[config.mk]
export PLATFORM = sky130hd
export DESIGN_NAME = foc_fan_cmd
export DESIGN_NICKNAME = d
export VERILOG_FILES = /design/src/common/foc_pkg.sv /design/src/hdl/foc_pwm_chan.sv /design/src/hdl/foc_fan_cmd.sv
export SDC_FILE = /design/constraint.sdc
export NUM_CORES = 1
export LEC_CHECK = 0
export ABC_AREA = 1
export ABC_CLOCK_PERIOD_IN_PS = 2100
export BUFFER_PORTS_ARGS = -buffer_cell sky130_fd_sc_hd__buf_2
export CAP_MARGIN = 20
export CORE_MARGIN = 3
export CORE_UTILIZATION = 60
export CTS_CLUSTER_DIAMETER = 120
export DETAILED_ROUTE_END_ITERATION = 8
export PLACE_DENSITY_LB_ADDON = 0.25
export REMOVE_ABC_BUFFERS = 1
export SYNTH_ARGS = -nofsm -noshare
export SYNTH_HDL_FRONTEND = slang
export SYNTH_SLANG_ARGS = --single-unit
[constraint.sdc]
create_clock -name hclk -period 2.1 [get_ports hclk]
set_input_delay 0.63 -clock hclk [delete_from_list [all_inputs] [get_ports hclk]]
set_output_delay 0.63 -clock hclk [all_outputs]
set_load 0.01 [all_outputs]
[src/common/foc_pkg.sv]
`default_nettype none
package foc_pkg;
  // request layout and vendor command set
  localparam logic [7:0] FOC_FN_VENDOR = 8'h30;
  localparam logic [7:0] FOC_CMD_SET_MODE = 8'h01;
  localparam logic [7:0] FOC_CMD_GET_MODE = 8'h30;
  localparam logic [7:0] FOC_CMD_SET_PWM = 8'h35;
  localparam logic [7:0] FOC_CMD_GET_PWM = 8'h36;
  localparam logic [3:0] FOC_LEN_SET_MODE = 4'h1;
  localparam logic [3:0] FOC_LEN_SET_PWM = 4'h2;
  localparam logic [3:0] FOC_LEN_GET = 4'h0;
  localparam logic [3:0] FOC_RLEN_MODE = 4'h1;
  localparam logic [3:0] FOC_RLEN_PWM = 4'h7;
  localparam logic FOC_MODE_STANDARD = 1'b0;
  localparam logic FOC_MODE_MANUAL = 1'b1;
  localparam int FOC_FAN_COUNT = 7;
  localparam logic [7:0] FOC_SEL_MAX = 8'h06;
  localparam logic [6:0] FOC_DUTY_FULL = 7'h64;
  localparam logic [7:0] FOC_DUTY_FULL_B = 8'h64;
  // completion codes
  localparam logic [7:0] FOC_CC_OK = 8'h00;
  localparam logic [7:0] FOC_CC_BAD_CMD = 8'hc1;
  localparam logic [7:0] FOC_CC_BAD_LEN = 8'hc7;
  localparam logic [7:0] FOC_CC_RANGE = 8'hc9;
  // register byte offsets
  localparam logic [7:0] FOC_OFF_REQ_HEAD = 8'h00;
  localparam logic [7:0] FOC_OFF_REQ_CTRL = 8'h04;
  localparam logic [7:0] FOC_OFF_STATUS = 8'h08;
  localparam logic [7:0] FOC_OFF_RESP_LO = 8'h0c;
  localparam logic [7:0] FOC_OFF_RESP_HI = 8'h10;
  // field positions
  localparam int FOC_CTRL_LEN_LSB = 0;
  localparam int FOC_CTRL_SRC_BIT = 8;
  localparam int FOC_STAT_LEN_LSB = 8;
  localparam int FOC_STAT_MODE_BIT = 16;
  localparam int FOC_STAT_SRC_BIT = 24;
  // reset values
  localparam logic FOC_MODE_RST = FOC_MODE_STANDARD;
  localparam logic [6:0] FOC_DUTY_RST = 7'h64;
  localparam logic [31:0] FOC_HEAD_RST = 32'h0000_0000;
  localparam logic [7:0] FOC_CC_RST = 8'h00;
  // timing
  localparam int FOC_CLK_HZ = 50000000;
  localparam int FOC_PWM_HZ = 25000;
  localparam int FOC_STEP_CYCLES = FOC_CLK_HZ / (FOC_PWM_HZ * 100);
  localparam logic [6:0] FOC_STEP_LAST = 7'(FOC_STEP_CYCLES - 1);
  localparam logic [6:0] FOC_POS_LAST = 7'd99;
endpackage
`default_nettype wire

[src/hdl/foc_pwm_chan.sv]
`timescale 1ns/1ps
`default_nettype none
module foc_pwm_chan
  import foc_pkg::*;
(
  input wire logic hclk,
  input wire logic hresetn,
  input wire logic step,
  input wire logic [6:0] duty,
  output var logic pwm_out
);
  logic [6:0] pos_reg;
  logic [6:0] duty_reg;

  // duty is taken only at period start so a change never cuts a pulse short
  always_ff @(posedge hclk or negedge hresetn) begin
    if (!hresetn) begin
      pos_reg <= 7'h00;
      duty_reg <= FOC_DUTY_RST;
    end else if (step) begin
      if (pos_reg == FOC_POS_LAST) begin
        pos_reg <= 7'h00;
        duty_reg <= duty;
      end else begin
        pos_reg <= pos_reg + 7'h01;
      end
    end
  end

  always_ff @(posedge hclk or negedge hresetn) begin
    if (!hresetn) begin
      pwm_out <= 1'b0;
    end else begin
      pwm_out <= (pos_reg < duty_reg);
    end
  end
endmodule
`default_nettype wire

[src/hdl/foc_fan_cmd.sv]
// What this block does
// - request is function, command, then data bytes
// - only vendor function code 0x30 accepted
// - set mode: one byte, 0 standard, 1 manual
// - get mode returns one byte, current mode
// - set PWM: selector byte then duty byte
// - selector 0 processor, 1-6 chassis fans
// - duty in percent, 0x64 full, proportional
// - get PWM returns seven duty bytes, processor first
// - local and remote requests behave identically
//
// Implementation choices: the register offsets and register access over AHB-Lite.
`timescale 1ns/1ps
`default_nettype none
module foc_fan_cmd
  import foc_pkg::*;
(
  input wire logic hclk,
  input wire logic hresetn,
  input wire logic hsel,
  input wire logic [31:0] haddr,
  input wire logic [1:0] htrans,
  input wire logic hwrite,
  input wire logic [2:0] hsize,
  input wire logic hready,
  input wire logic [31:0] hwdata,
  output var logic hreadyout,
  output var logic [31:0] hrdata,
  output var logic hresp,
  input wire logic [6:0] auto_duty,
  output var logic manual_mode,
  output logic processor_cooler_pwm,
  output logic chassis_cooler_first_pwm,
  output logic chassis_cooler_second_pwm,
  output logic chassis_cooler_third_pwm,
  output logic chassis_cooler_fourth_pwm,
  output logic chassis_cooler_fifth_pwm,
  output logic chassis_cooler_sixth_pwm
);
  import foc_pkg::*;

  logic accept;
  logic wr_pend_reg;
  logic rd_pend_reg;
  logic [7:0] dph_addr_reg;
  logic go;
  logic [31:0] head_reg;
  logic [8:0] ctrl_reg;
  logic [7:0] cc_reg;
  logic [3:0] rlen_reg;
  logic [55:0] resp_reg;
  logic src_reg;
  logic [6:0] manual_duty_reg [FOC_FAN_COUNT];
  logic [6:0] eff_duty [FOC_FAN_COUNT];
  logic [6:0] auto_clamp;
  logic [6:0] step_cnt_reg;
  logic step_reg;
  logic [6:0] pwm_vec;
  logic [7:0] req_fn, req_cmd, req_d0, req_d1;
  logic [3:0] req_len;
  logic [7:0] cc_next;
  logic [3:0] rlen_next;
  logic [55:0] resp_next;
  logic [31:0] rd_mux;

  ////////////////////////////////////////////////////////////////////////////
  // bus slave: writes zero-wait, reads one wait state so status is current

  assign accept = hsel && htrans[1] && hready;
  assign go = wr_pend_reg && (dph_addr_reg == FOC_OFF_REQ_CTRL);

  always_ff @(posedge hclk or negedge hresetn) begin
    if (!hresetn) begin
      wr_pend_reg <= 1'b0;
      rd_pend_reg <= 1'b0;
      dph_addr_reg <= 8'h00;
    end else begin
      if (hready) begin
        wr_pend_reg <= accept && hwrite;
        rd_pend_reg <= accept && !hwrite;
        if (accept) begin
          dph_addr_reg <= haddr[7:0];
        end
      end else begin
        rd_pend_reg <= 1'b0;
      end
    end
  end

  always_comb begin
    rd_mux = 32'h0000_0000;
    case (dph_addr_reg)
      FOC_OFF_REQ_HEAD: rd_mux = head_reg;
      FOC_OFF_REQ_CTRL: rd_mux = {23'h000000, ctrl_reg};
      FOC_OFF_STATUS: begin
        rd_mux[7:0] = cc_reg;
        rd_mux[FOC_STAT_LEN_LSB +: 4] = rlen_reg;
        rd_mux[FOC_STAT_MODE_BIT] = manual_mode;
        rd_mux[FOC_STAT_SRC_BIT] = src_reg;
      end
      FOC_OFF_RESP_LO: rd_mux = resp_reg[31:0];
      FOC_OFF_RESP_HI: rd_mux = {8'h00, resp_reg[55:32]};
      default: rd_mux = 32'h0000_0000;
    endcase
  end

  always_ff @(posedge hclk or negedge hresetn) begin
    if (!hresetn) begin
      hreadyout <= 1'b1;
      hrdata <= 32'h0000_0000;
      hresp <= 1'b0;
    end else begin
      hresp <= 1'b0;
      if (accept && !hwrite) begin
        hreadyout <= 1'b0;
      end else if (rd_pend_reg) begin
        hreadyout <= 1'b1;
        hrdata <= rd_mux;
      end
    end
  end

  ////////////////////////////////////////////////////////////////////////////
  // request decode

  assign req_fn = head_reg[7:0];
  assign req_cmd = head_reg[15:8];
  assign req_d0 = head_reg[23:16];
  assign req_d1 = head_reg[31:24];
  assign req_len = hwdata[FOC_CTRL_LEN_LSB +: 4];

  always_ff @(posedge hclk or negedge hresetn) begin
    if (!hresetn) begin
      head_reg <= FOC_HEAD_RST;
    end else if (wr_pend_reg && dph_addr_reg == FOC_OFF_REQ_HEAD) begin
      head_reg <= hwdata;
    end
  end

  assign auto_clamp = (auto_duty > FOC_DUTY_FULL) ? FOC_DUTY_FULL : auto_duty;

  always_comb begin
    cc_next = FOC_CC_OK;
    rlen_next = 4'h0;
    resp_next = 56'h0;
    if (req_fn != FOC_FN_VENDOR) begin
      cc_next = FOC_CC_BAD_CMD;
    end else begin
      case (req_cmd)
        FOC_CMD_SET_MODE: begin
          if (req_len != FOC_LEN_SET_MODE) cc_next = FOC_CC_BAD_LEN;
          else if (req_d0 > 8'h01) cc_next = FOC_CC_RANGE;
        end
        FOC_CMD_GET_MODE: begin
          if (req_len != FOC_LEN_GET) begin
            cc_next = FOC_CC_BAD_LEN;
          end else begin
            rlen_next = FOC_RLEN_MODE;
            resp_next[7:0] = {7'h00, manual_mode};
          end
        end
        FOC_CMD_SET_PWM: begin
          if (req_len != FOC_LEN_SET_PWM) cc_next = FOC_CC_BAD_LEN;
          else if (req_d0 > FOC_SEL_MAX) cc_next = FOC_CC_RANGE;
          else if (req_d1 > FOC_DUTY_FULL_B) cc_next = FOC_CC_RANGE;
        end
        FOC_CMD_GET_PWM: begin
          if (req_len != FOC_LEN_GET) begin
            cc_next = FOC_CC_BAD_LEN;
          end else begin
            rlen_next = FOC_RLEN_PWM;
            for (int k = 0; k < FOC_FAN_COUNT; k++) begin
              resp_next[8*k +: 8] = {1'b0, eff_duty[k]};
            end
          end
        end
        default: cc_next = FOC_CC_BAD_CMD;
      endcase
    end
  end

  ////////////////////////////////////////////////////////////////////////////
  // execution; the source bit is only recorded, never steers behaviour

  always_ff @(posedge hclk or negedge hresetn) begin
    if (!hresetn) begin
      ctrl_reg <= 9'h000;
      cc_reg <= FOC_CC_RST;
      rlen_reg <= 4'h0;
      resp_reg <= 56'h0;
      src_reg <= 1'b0;
    end else if (go) begin
      ctrl_reg <= hwdata[8:0];
      cc_reg <= cc_next;
      rlen_reg <= rlen_next;
      resp_reg <= resp_next;
      src_reg <= hwdata[FOC_CTRL_SRC_BIT];
    end
  end

  always_ff @(posedge hclk or negedge hresetn) begin
    if (!hresetn) begin
      manual_mode <= FOC_MODE_RST;
    end else if (go && cc_next == FOC_CC_OK && req_cmd == FOC_CMD_SET_MODE) begin
      manual_mode <= req_d0[0];
    end
  end

  always_ff @(posedge hclk or negedge hresetn) begin
    if (!hresetn) begin
      for (int k = 0; k < FOC_FAN_COUNT; k++) manual_duty_reg[k] <= FOC_DUTY_RST;
    end else if (go && cc_next == FOC_CC_OK && req_cmd == FOC_CMD_SET_PWM) begin
      manual_duty_reg[req_d0[2:0]] <= req_d1[6:0];
    end
  end

  // standard mode drives every fan from the automatic duty
  always_comb begin
    for (int k = 0; k < FOC_FAN_COUNT; k++) begin
      eff_duty[k] = manual_mode ? manual_duty_reg[k] : auto_clamp;
    end
  end

  ////////////////////////////////////////////////////////////////////////////
  // pwm step prescaler and channels

  always_ff @(posedge hclk or negedge hresetn) begin
    if (!hresetn) begin
      step_cnt_reg <= 7'h00;
      step_reg <= 1'b0;
    end else begin
      step_reg <= (step_cnt_reg == FOC_STEP_LAST);
      step_cnt_reg <= (step_cnt_reg == FOC_STEP_LAST) ? 7'h00 : step_cnt_reg + 7'h01;
    end
  end

  for (genvar g = 0; g < FOC_FAN_COUNT; g++) begin : g_chan
    foc_pwm_chan u_chan (
      .hclk(hclk),
      .hresetn(hresetn),
      .step(step_reg),
      .duty(eff_duty[g]),
      .pwm_out(pwm_vec[g])
    );
  end

  assign processor_cooler_pwm = pwm_vec[0];
  assign chassis_cooler_first_pwm = pwm_vec[1];
  assign chassis_cooler_second_pwm = pwm_vec[2];
  assign chassis_cooler_third_pwm = pwm_vec[3];
  assign chassis_cooler_fourth_pwm = pwm_vec[4];
  assign chassis_cooler_fifth_pwm = pwm_vec[5];
  assign chassis_cooler_sixth_pwm = pwm_vec[6];
endmodule
`default_nettype wire

* Word-level counts from Yosys, hierarchy flattened
Index checks and enable logic that the tools add are counted.
Storage, ports and cells: output and inout bits 42, word-level logic and storage cells 154, bits in registers 316, input port bits 81
Operators by class: mux-type cells 45, equal/unequal tests 19, $lt $le $gt $ge 13, add/subtract/negate cells 8, reduce and logical (&&, ||, !) cells 25, bitwise gates (word level) 2
Operators with widths (number):
- $mux W7 | 17
- $pmux W12 S5 | 1
- $add A7 B1 Y7 const B | 8
- $mux W56 | 1
- $mux W8 | 7
- $mux W55 | 1
- $bwmux W49 | 1
- $eq A7 B7 Y1 const B | 7
- $lt A7 B7 Y1 | 7
- $mux W48 | 1
- $eq A8 B6 Y1 const B | 3
- $pmux W8 S3 | 1
- $demux W7 S3 | 1
- $pmux W7 S3 | 1
- $reduce_and A2 Y1 | 9
- $eq A8 B4 Y1 const B | 2
- $logic_not A8 Y1 | 2
- $pmux W8 S2 | 1
- $pmux W7 S2 | 1
- $pmux W4 S3 | 1
- $logic_and A1 B1 Y1 | 10
- $eq A8 B1 Y1 const B | 1
- $eq A8 B3 Y1 const B | 1
- $eq A8 B5 Y1 const B | 1
- other kinds (21) | 26

* Logic depth before layout (Yosys ltp)
word-level depth 9, depth in mapped cells 14, gate-level depth less buffers 13

* Hierarchy
From an unflattened synthesis, not the netlist that was laid out.
Second synthesis, totals: cell total of the unflattened synthesis 1843, area total of the unflattened synthesis 15102.0 µm²
By module, submodules not included:
- foc_fan_cmd | area each 9335.2 µm², cells each 1143, times used 1
- foc_pwm_chan (g_chan[0].u_chan ...) | area each 824.5 µm², cells each 100, times used 6
- foc_pwm_chan (g_chan[6].u_chan) | area each 819.5 µm², cells each 100, times used 1

* Worst setup path after synthesis
No wires, ideal clock.
path type input to register, from input hwdata[3], to register manual_duty_reg[14] (netlist bit), setup time 117 ps, stages 11, arrival 1796 ps, required time 1983 ps, path slack 186 ps, cell sequence nor2_1 > nand2_1 > nor2_1 > nor2_1 > a21oi_1 > nand3_1 > nor2_2 > buf_6 > nand3_2 > nand2_1 > nand2_1
Between the ends: word-level cells in the longest chain between the ends 7
RTL lines:
- start: declaration | line foc_fan_cmd.sv:26 | input wire logic [31:0] hwdata,
- $ne A4 B2 Y1, or another cell as far along | line foc_fan_cmd.sv:163 | if (req_len != FOC_LEN_SET_PWM) cc_next = FOC_CC_BAD_LEN;
- $mux W8 (on tied branches)
- $pmux W8 S3 * | line foc_fan_cmd.sv:149 | case (req_cmd)
- $mux W8 * | line foc_fan_cmd.sv:146 | if (req_fn != FOC_FN_VENDOR) begin
- $logic_not A8 Y1 * | line foc_fan_cmd.sv:212 | end else if (go && cc_next == FOC_CC_OK && req_cmd == FOC_CMD_SET_PWM) begin
- $logic_and A1 B1 Y1 * (2 in series) | line foc_fan_cmd.sv:212
- end signal: indexed assignment | line foc_fan_cmd.sv:213 | manual_duty_reg[req_d0[2:0]] <= req_d1[6:0];
- end: declaration | line foc_fan_cmd.sv:53 | logic [6:0] manual_duty_reg [FOC_FAN_COUNT];
Every way passes the cells marked *; elsewhere a longest branch is shown, timed or not. A chain may end at the register's enable or synchronous reset.

* Worst setup path after layout
from register head_reg[14], to register manual_duty_reg[35] (netlist bit)
Between the ends: word-level cells in the longest chain between the ends 7
RTL lines:
- start: declaration | line foc_fan_cmd.sv:47 | logic [31:0] head_reg;
- start signal: assignment | line foc_fan_cmd.sv:136 | head_reg <= hwdata;
- $eq A8 B6 Y1 | line foc_fan_cmd.sv:149
- $reduce_or A2 Y1 (no line)
- $pmux W8 S3 | line foc_fan_cmd.sv:149
- $mux W8 | line foc_fan_cmd.sv:146
- $logic_not A8 Y1 | line foc_fan_cmd.sv:212
- $logic_and A1 B1 Y1 | line foc_fan_cmd.sv:212
- $logic_and A1 B1 Y1 * | line foc_fan_cmd.sv:212
Marks and branches as above.

==> qor.csv <==
stage,metric,value,unit
status,run status,completed,
synth,async set-reset flop share out of synthesis,1.000,
cells_and_area,# diodes,0,
die,overall die area,25470,sq um
clocking,later-pin clock latency in the skew report,0.57,ns
synth,warning count from the yosys run,0,
detailed_routing,Post-Route WL,37.74,mm
placed_design,instance area at placement,15430,sq um
placed_design,number of buffers added on ports,93,
sta,transition time of the tightest slew-check pin,0.7201,ns
die,Die Span Y,159.6,microns
critical_path,maximum net fanout on the critical path,7,
die,total core area,22920,sq um
die,I/O Pins,123,
global_routing,number of global-route vias before repair,11955,
sta,RSZ-0062 raised after global routing,true,
clocking,buffer levels on the longest clock path,3,
global_routing,largest net degree at the start of global routing,60,
clocking,TritonCTS clock tree,done,
clocking,clock transition at the register clock pins on the worst setup and hold paths after CTS,0.06,ns
placed_design,worst-case setup slack after placement,-0.1400,ns
pwr,Cell Pwr Density,722.4,nW/um^2
global_routing,global-route wire length before repair,60.35,mm
sta,Achievable Freq,482.5,MHz
critical_path,cell breakdown of the critical path,inv_2 > nand2_4 > nor2_4 > nand2_2 > nand2_2 > nor2_2 > nor2_2 > nand3_2 > nor2_4 > clkbuf_16 > nand3_4 > nand2_2 > nand2_1,
sta,final setup slack of the worst path,0.02741,ns
sta,count of final setup violators,0,
cells_and_area,post-route cell area,16720,sq um
synth,dominant cells by area after synthesis,"dfrtp_1, nand2_1, dfstp_2",
run,number of max-cap violations,0,
detailed_routing,number of vias per cell after detailed routing,5.835,
detailed_routing,via count,12101,
clocking,number of H-tree levels,1,
placed_design,number of cells after detailed placement,2003,
worst_hold_path,Hold Crit Class,in -> reg,
placed_design,final weighted congestion of routability-driven global placement,0.8660,
synth,synthesized flop and latch total,301,
die,die width,159.6,microns
pwr,static leakage,8.633,nW
cells_and_area,Finished Layout Cells,2074,
placed_design,placed wire-length estimate,25.65,mm
critical_path,biggest cell delay along the critical path,0.39,ns
synth,largest area contributor in the netlist,dfrtp_1,
pwr,Power Total,12.08,mW
sta,Max-slew headroom,0.5155,
cells_and_area,proportion of layout cells with a drive suffix above 1,0.2033,
clocking,cell at the root of the clock tree,clkbuf_16,
sta,count of final hold-check violations,0,
die,Initial Util,0.6176,
synth,Main synth FF type,dfrtp_1,
sta,post-route minimum period,2.073,ns
critical_path,data arrival time of the critical path,2.52,ns
detailed_routing,antenna violation net count after detailed routing,0,
critical_path,critical register-to-register path startpoint,head_reg[14],
critical_path,cell type of the slowest stage on the worst timing path,dfrtp_1,
sta,final worst path period share,0.9869,
critical_path,launching instance or port of the critical path,head_reg[14],
global_routing,antenna violations before repair,0,
synth,sequential fraction of the synthesis area,0.5360,
sta,Final Skew,0.01826,ns
global_routing,overflow left after global routing,0,
critical_path,Crit Path Class,reg -> reg,
synth,Post-synth EDFFs,0,
cells_and_area,number of nets at the end of the flow,1867,
critical_path,required time at the endpoint of the critical path,2.55,ns
detailed_routing,First DRT Iteration DRCs,989,
die,number of standard-cell rows in the floorplan,55,
sta,post-route setup TNS,0,ns
clocking,number of clock sinks,301,
detailed_routing,detailed-route wire length per cell,18.20,microns
detailed_routing,number of search-and-repair iterations in the first detailed-routing pass,5,
cells_and_area,area growth from synthesis to layout,18.15,%
pwr,VDD IR-drop max,726.2,uV
cells_and_area,number of fillers in the final layout,1656,
detailed_routing,DRC errors left,0,
critical_path,Most common cell on crit path,nand2_2,
critical_path,startpoint type of the worst setup path,register,
global_routing,total global routing track utilization,0.2900,
synth,area fraction of the dominant cell type after synthesis,0.4562,
synth,synthesized area divided by synthesized cell count,8.930,sq um
synth,netlist area before placement,14150,sq um
clocking,cts bufs inserted,31,
synth,number of unique standard cell types used by synthesis,50,
sta,Pins Over Slew Limit,0,
worst_hold_path,beginning of the worst hold path,hready,
critical_path,kind of capture point of the worst setup path,register,
synth,cell count after synthesis,1585,
[worst max-delay path: cells and delay by family, from the launching register on]
family / cells / cell delay, ns
and+or+nand+nor: 11 / 1.25
buffers and inverters: 2 / 0.30
DFF: 1 / 0.39
[layout make-up]
class | instances | area (sq um) | share of cell area
clock buffers | 47 | 915.9 | 0.05477
clock inverters | 11 | 83.83 | 0.005013
inverters | 196 | 739.5 | 0.04422
multi-input cells | 1025 | 5677 | 0.3395
flip-flops and latches | 301 | 7587 | 0.4537
well taps | 313 | 391.6 | 0.02342
repair buffers | 181 | 1328 | 0.07939
[cell families (layout without fill, tap and decap cells)]
logic type,count (synthesis),after routing,share of synthesized area
AO/OA/AOI/OAI,323,323,0.1341
XOR/XNOR,13,13,0.008045
adder cells (fa/ha/maj),50,50,0.04420
buffers and inverters,259,435,0.07214
flip-flops,301,301,0.5360
multiplexers,13,13,0.01034
other,1,1,0.0002650
AND/OR/NAND/NOR,625,625,0.1949
[per-layer routing]
layer  routed length, microns  vias to the layer above  GRT usage
met4                     1654                        0     0.1166
li1                         -                     5603          -
met3                     2708                      105    0.04032
met2                    18020                      506     0.4767
met1                    15360                     5887     0.3923
met5                        0                        -          0
[where the power goes]
| group | leakage (nW) | switching (mW) | internal, mW |
|---|---|---|---|
| logic | 4.75 | 0.415 | 0.233 |
| clock network | 0.503 | 2.27 | 3.12 |
| registers | 3.38 | 0.0851 | 5.96 |
[path summary, 6_finish.rpt]
path	to	slack, ns	cells past startpoint
worst max-delay path	manual_duty_reg[35]	0.03	13
worst min-delay path	wr_pend_reg	0.27	2
worst max register to register	manual_duty_reg[35]	0.03	13
worst min register to register	hreadyout	0.46	2
max in group asynchronous	manual_duty_reg[23]	0.86	3
min in group asynchronous	hrdata[14]	0.56	2
[metrics by stage]
stage	hold WS, ns	utilization
5_1_grt	0.2565	0.7297
3_5_place_dp	0.4542	0.6733
6_report	0.2730	0.7297
3_3_place_gp	0.4510	0.6733
4_1_cts	0.2587	0.7173
2_1_floorplan	0.3344	-
[synthesized netlist by cell type, types with 3 or more instances]
library cell,n
dfstp_2,43
nand4_1,61
o211ai_1,5
a21oi_1,140
o21ai_0,91
nor3_1,25
ha_1,50
clkinv_1,3
dfrtp_1,258
nor2_1,105
a31oi_1,3
inv_1,183
nand2_1,343
buf_2,15
nand2_2,3
mux2_2,10
mux2_1,3
inv_2,10
o21a_1,6
o22ai_1,38
xor2_1,12
buf_4,4
o22ai_2,19
a2111oi_0,7
nand3_1,57
o21ai_1,4
nor3b_1,3
nand3_2,7
clkbuf_1,40
nor4_1,7
nor2_2,4
[placed cells by master, fill, tap and decap left out, drive strengths merged, types with 3 or more instances in the layout]
cell type  synthesis  layout
nand2            346     346
dfrtp            258     258
inv              193     193
buf               23     177
a21oi            140     140
nor2             110     110
o21ai             95      95
nand3             64      64
nand4             61      61
o22ai             57      57
ha                50      50
clkbuf            40      50
dfstp             43      43
nor3              27      27
mux2              13      13
xor2              12      12
clkinv             3      12
nor4               9       9
a2111oi            7       7
o21a               6       6
o211ai             5       5
nor3b              3       3
a31oi              3       3
or2                3       3
[timing repair]
item,CTS,global route
gates resized for setup,0,37
setup endpoints to repair,0,63
hold buffers,1,0
hold endpoints to repair,22,0
buffers inserted,0,9
No activity file was read; power rests on OpenSTA's default activity.
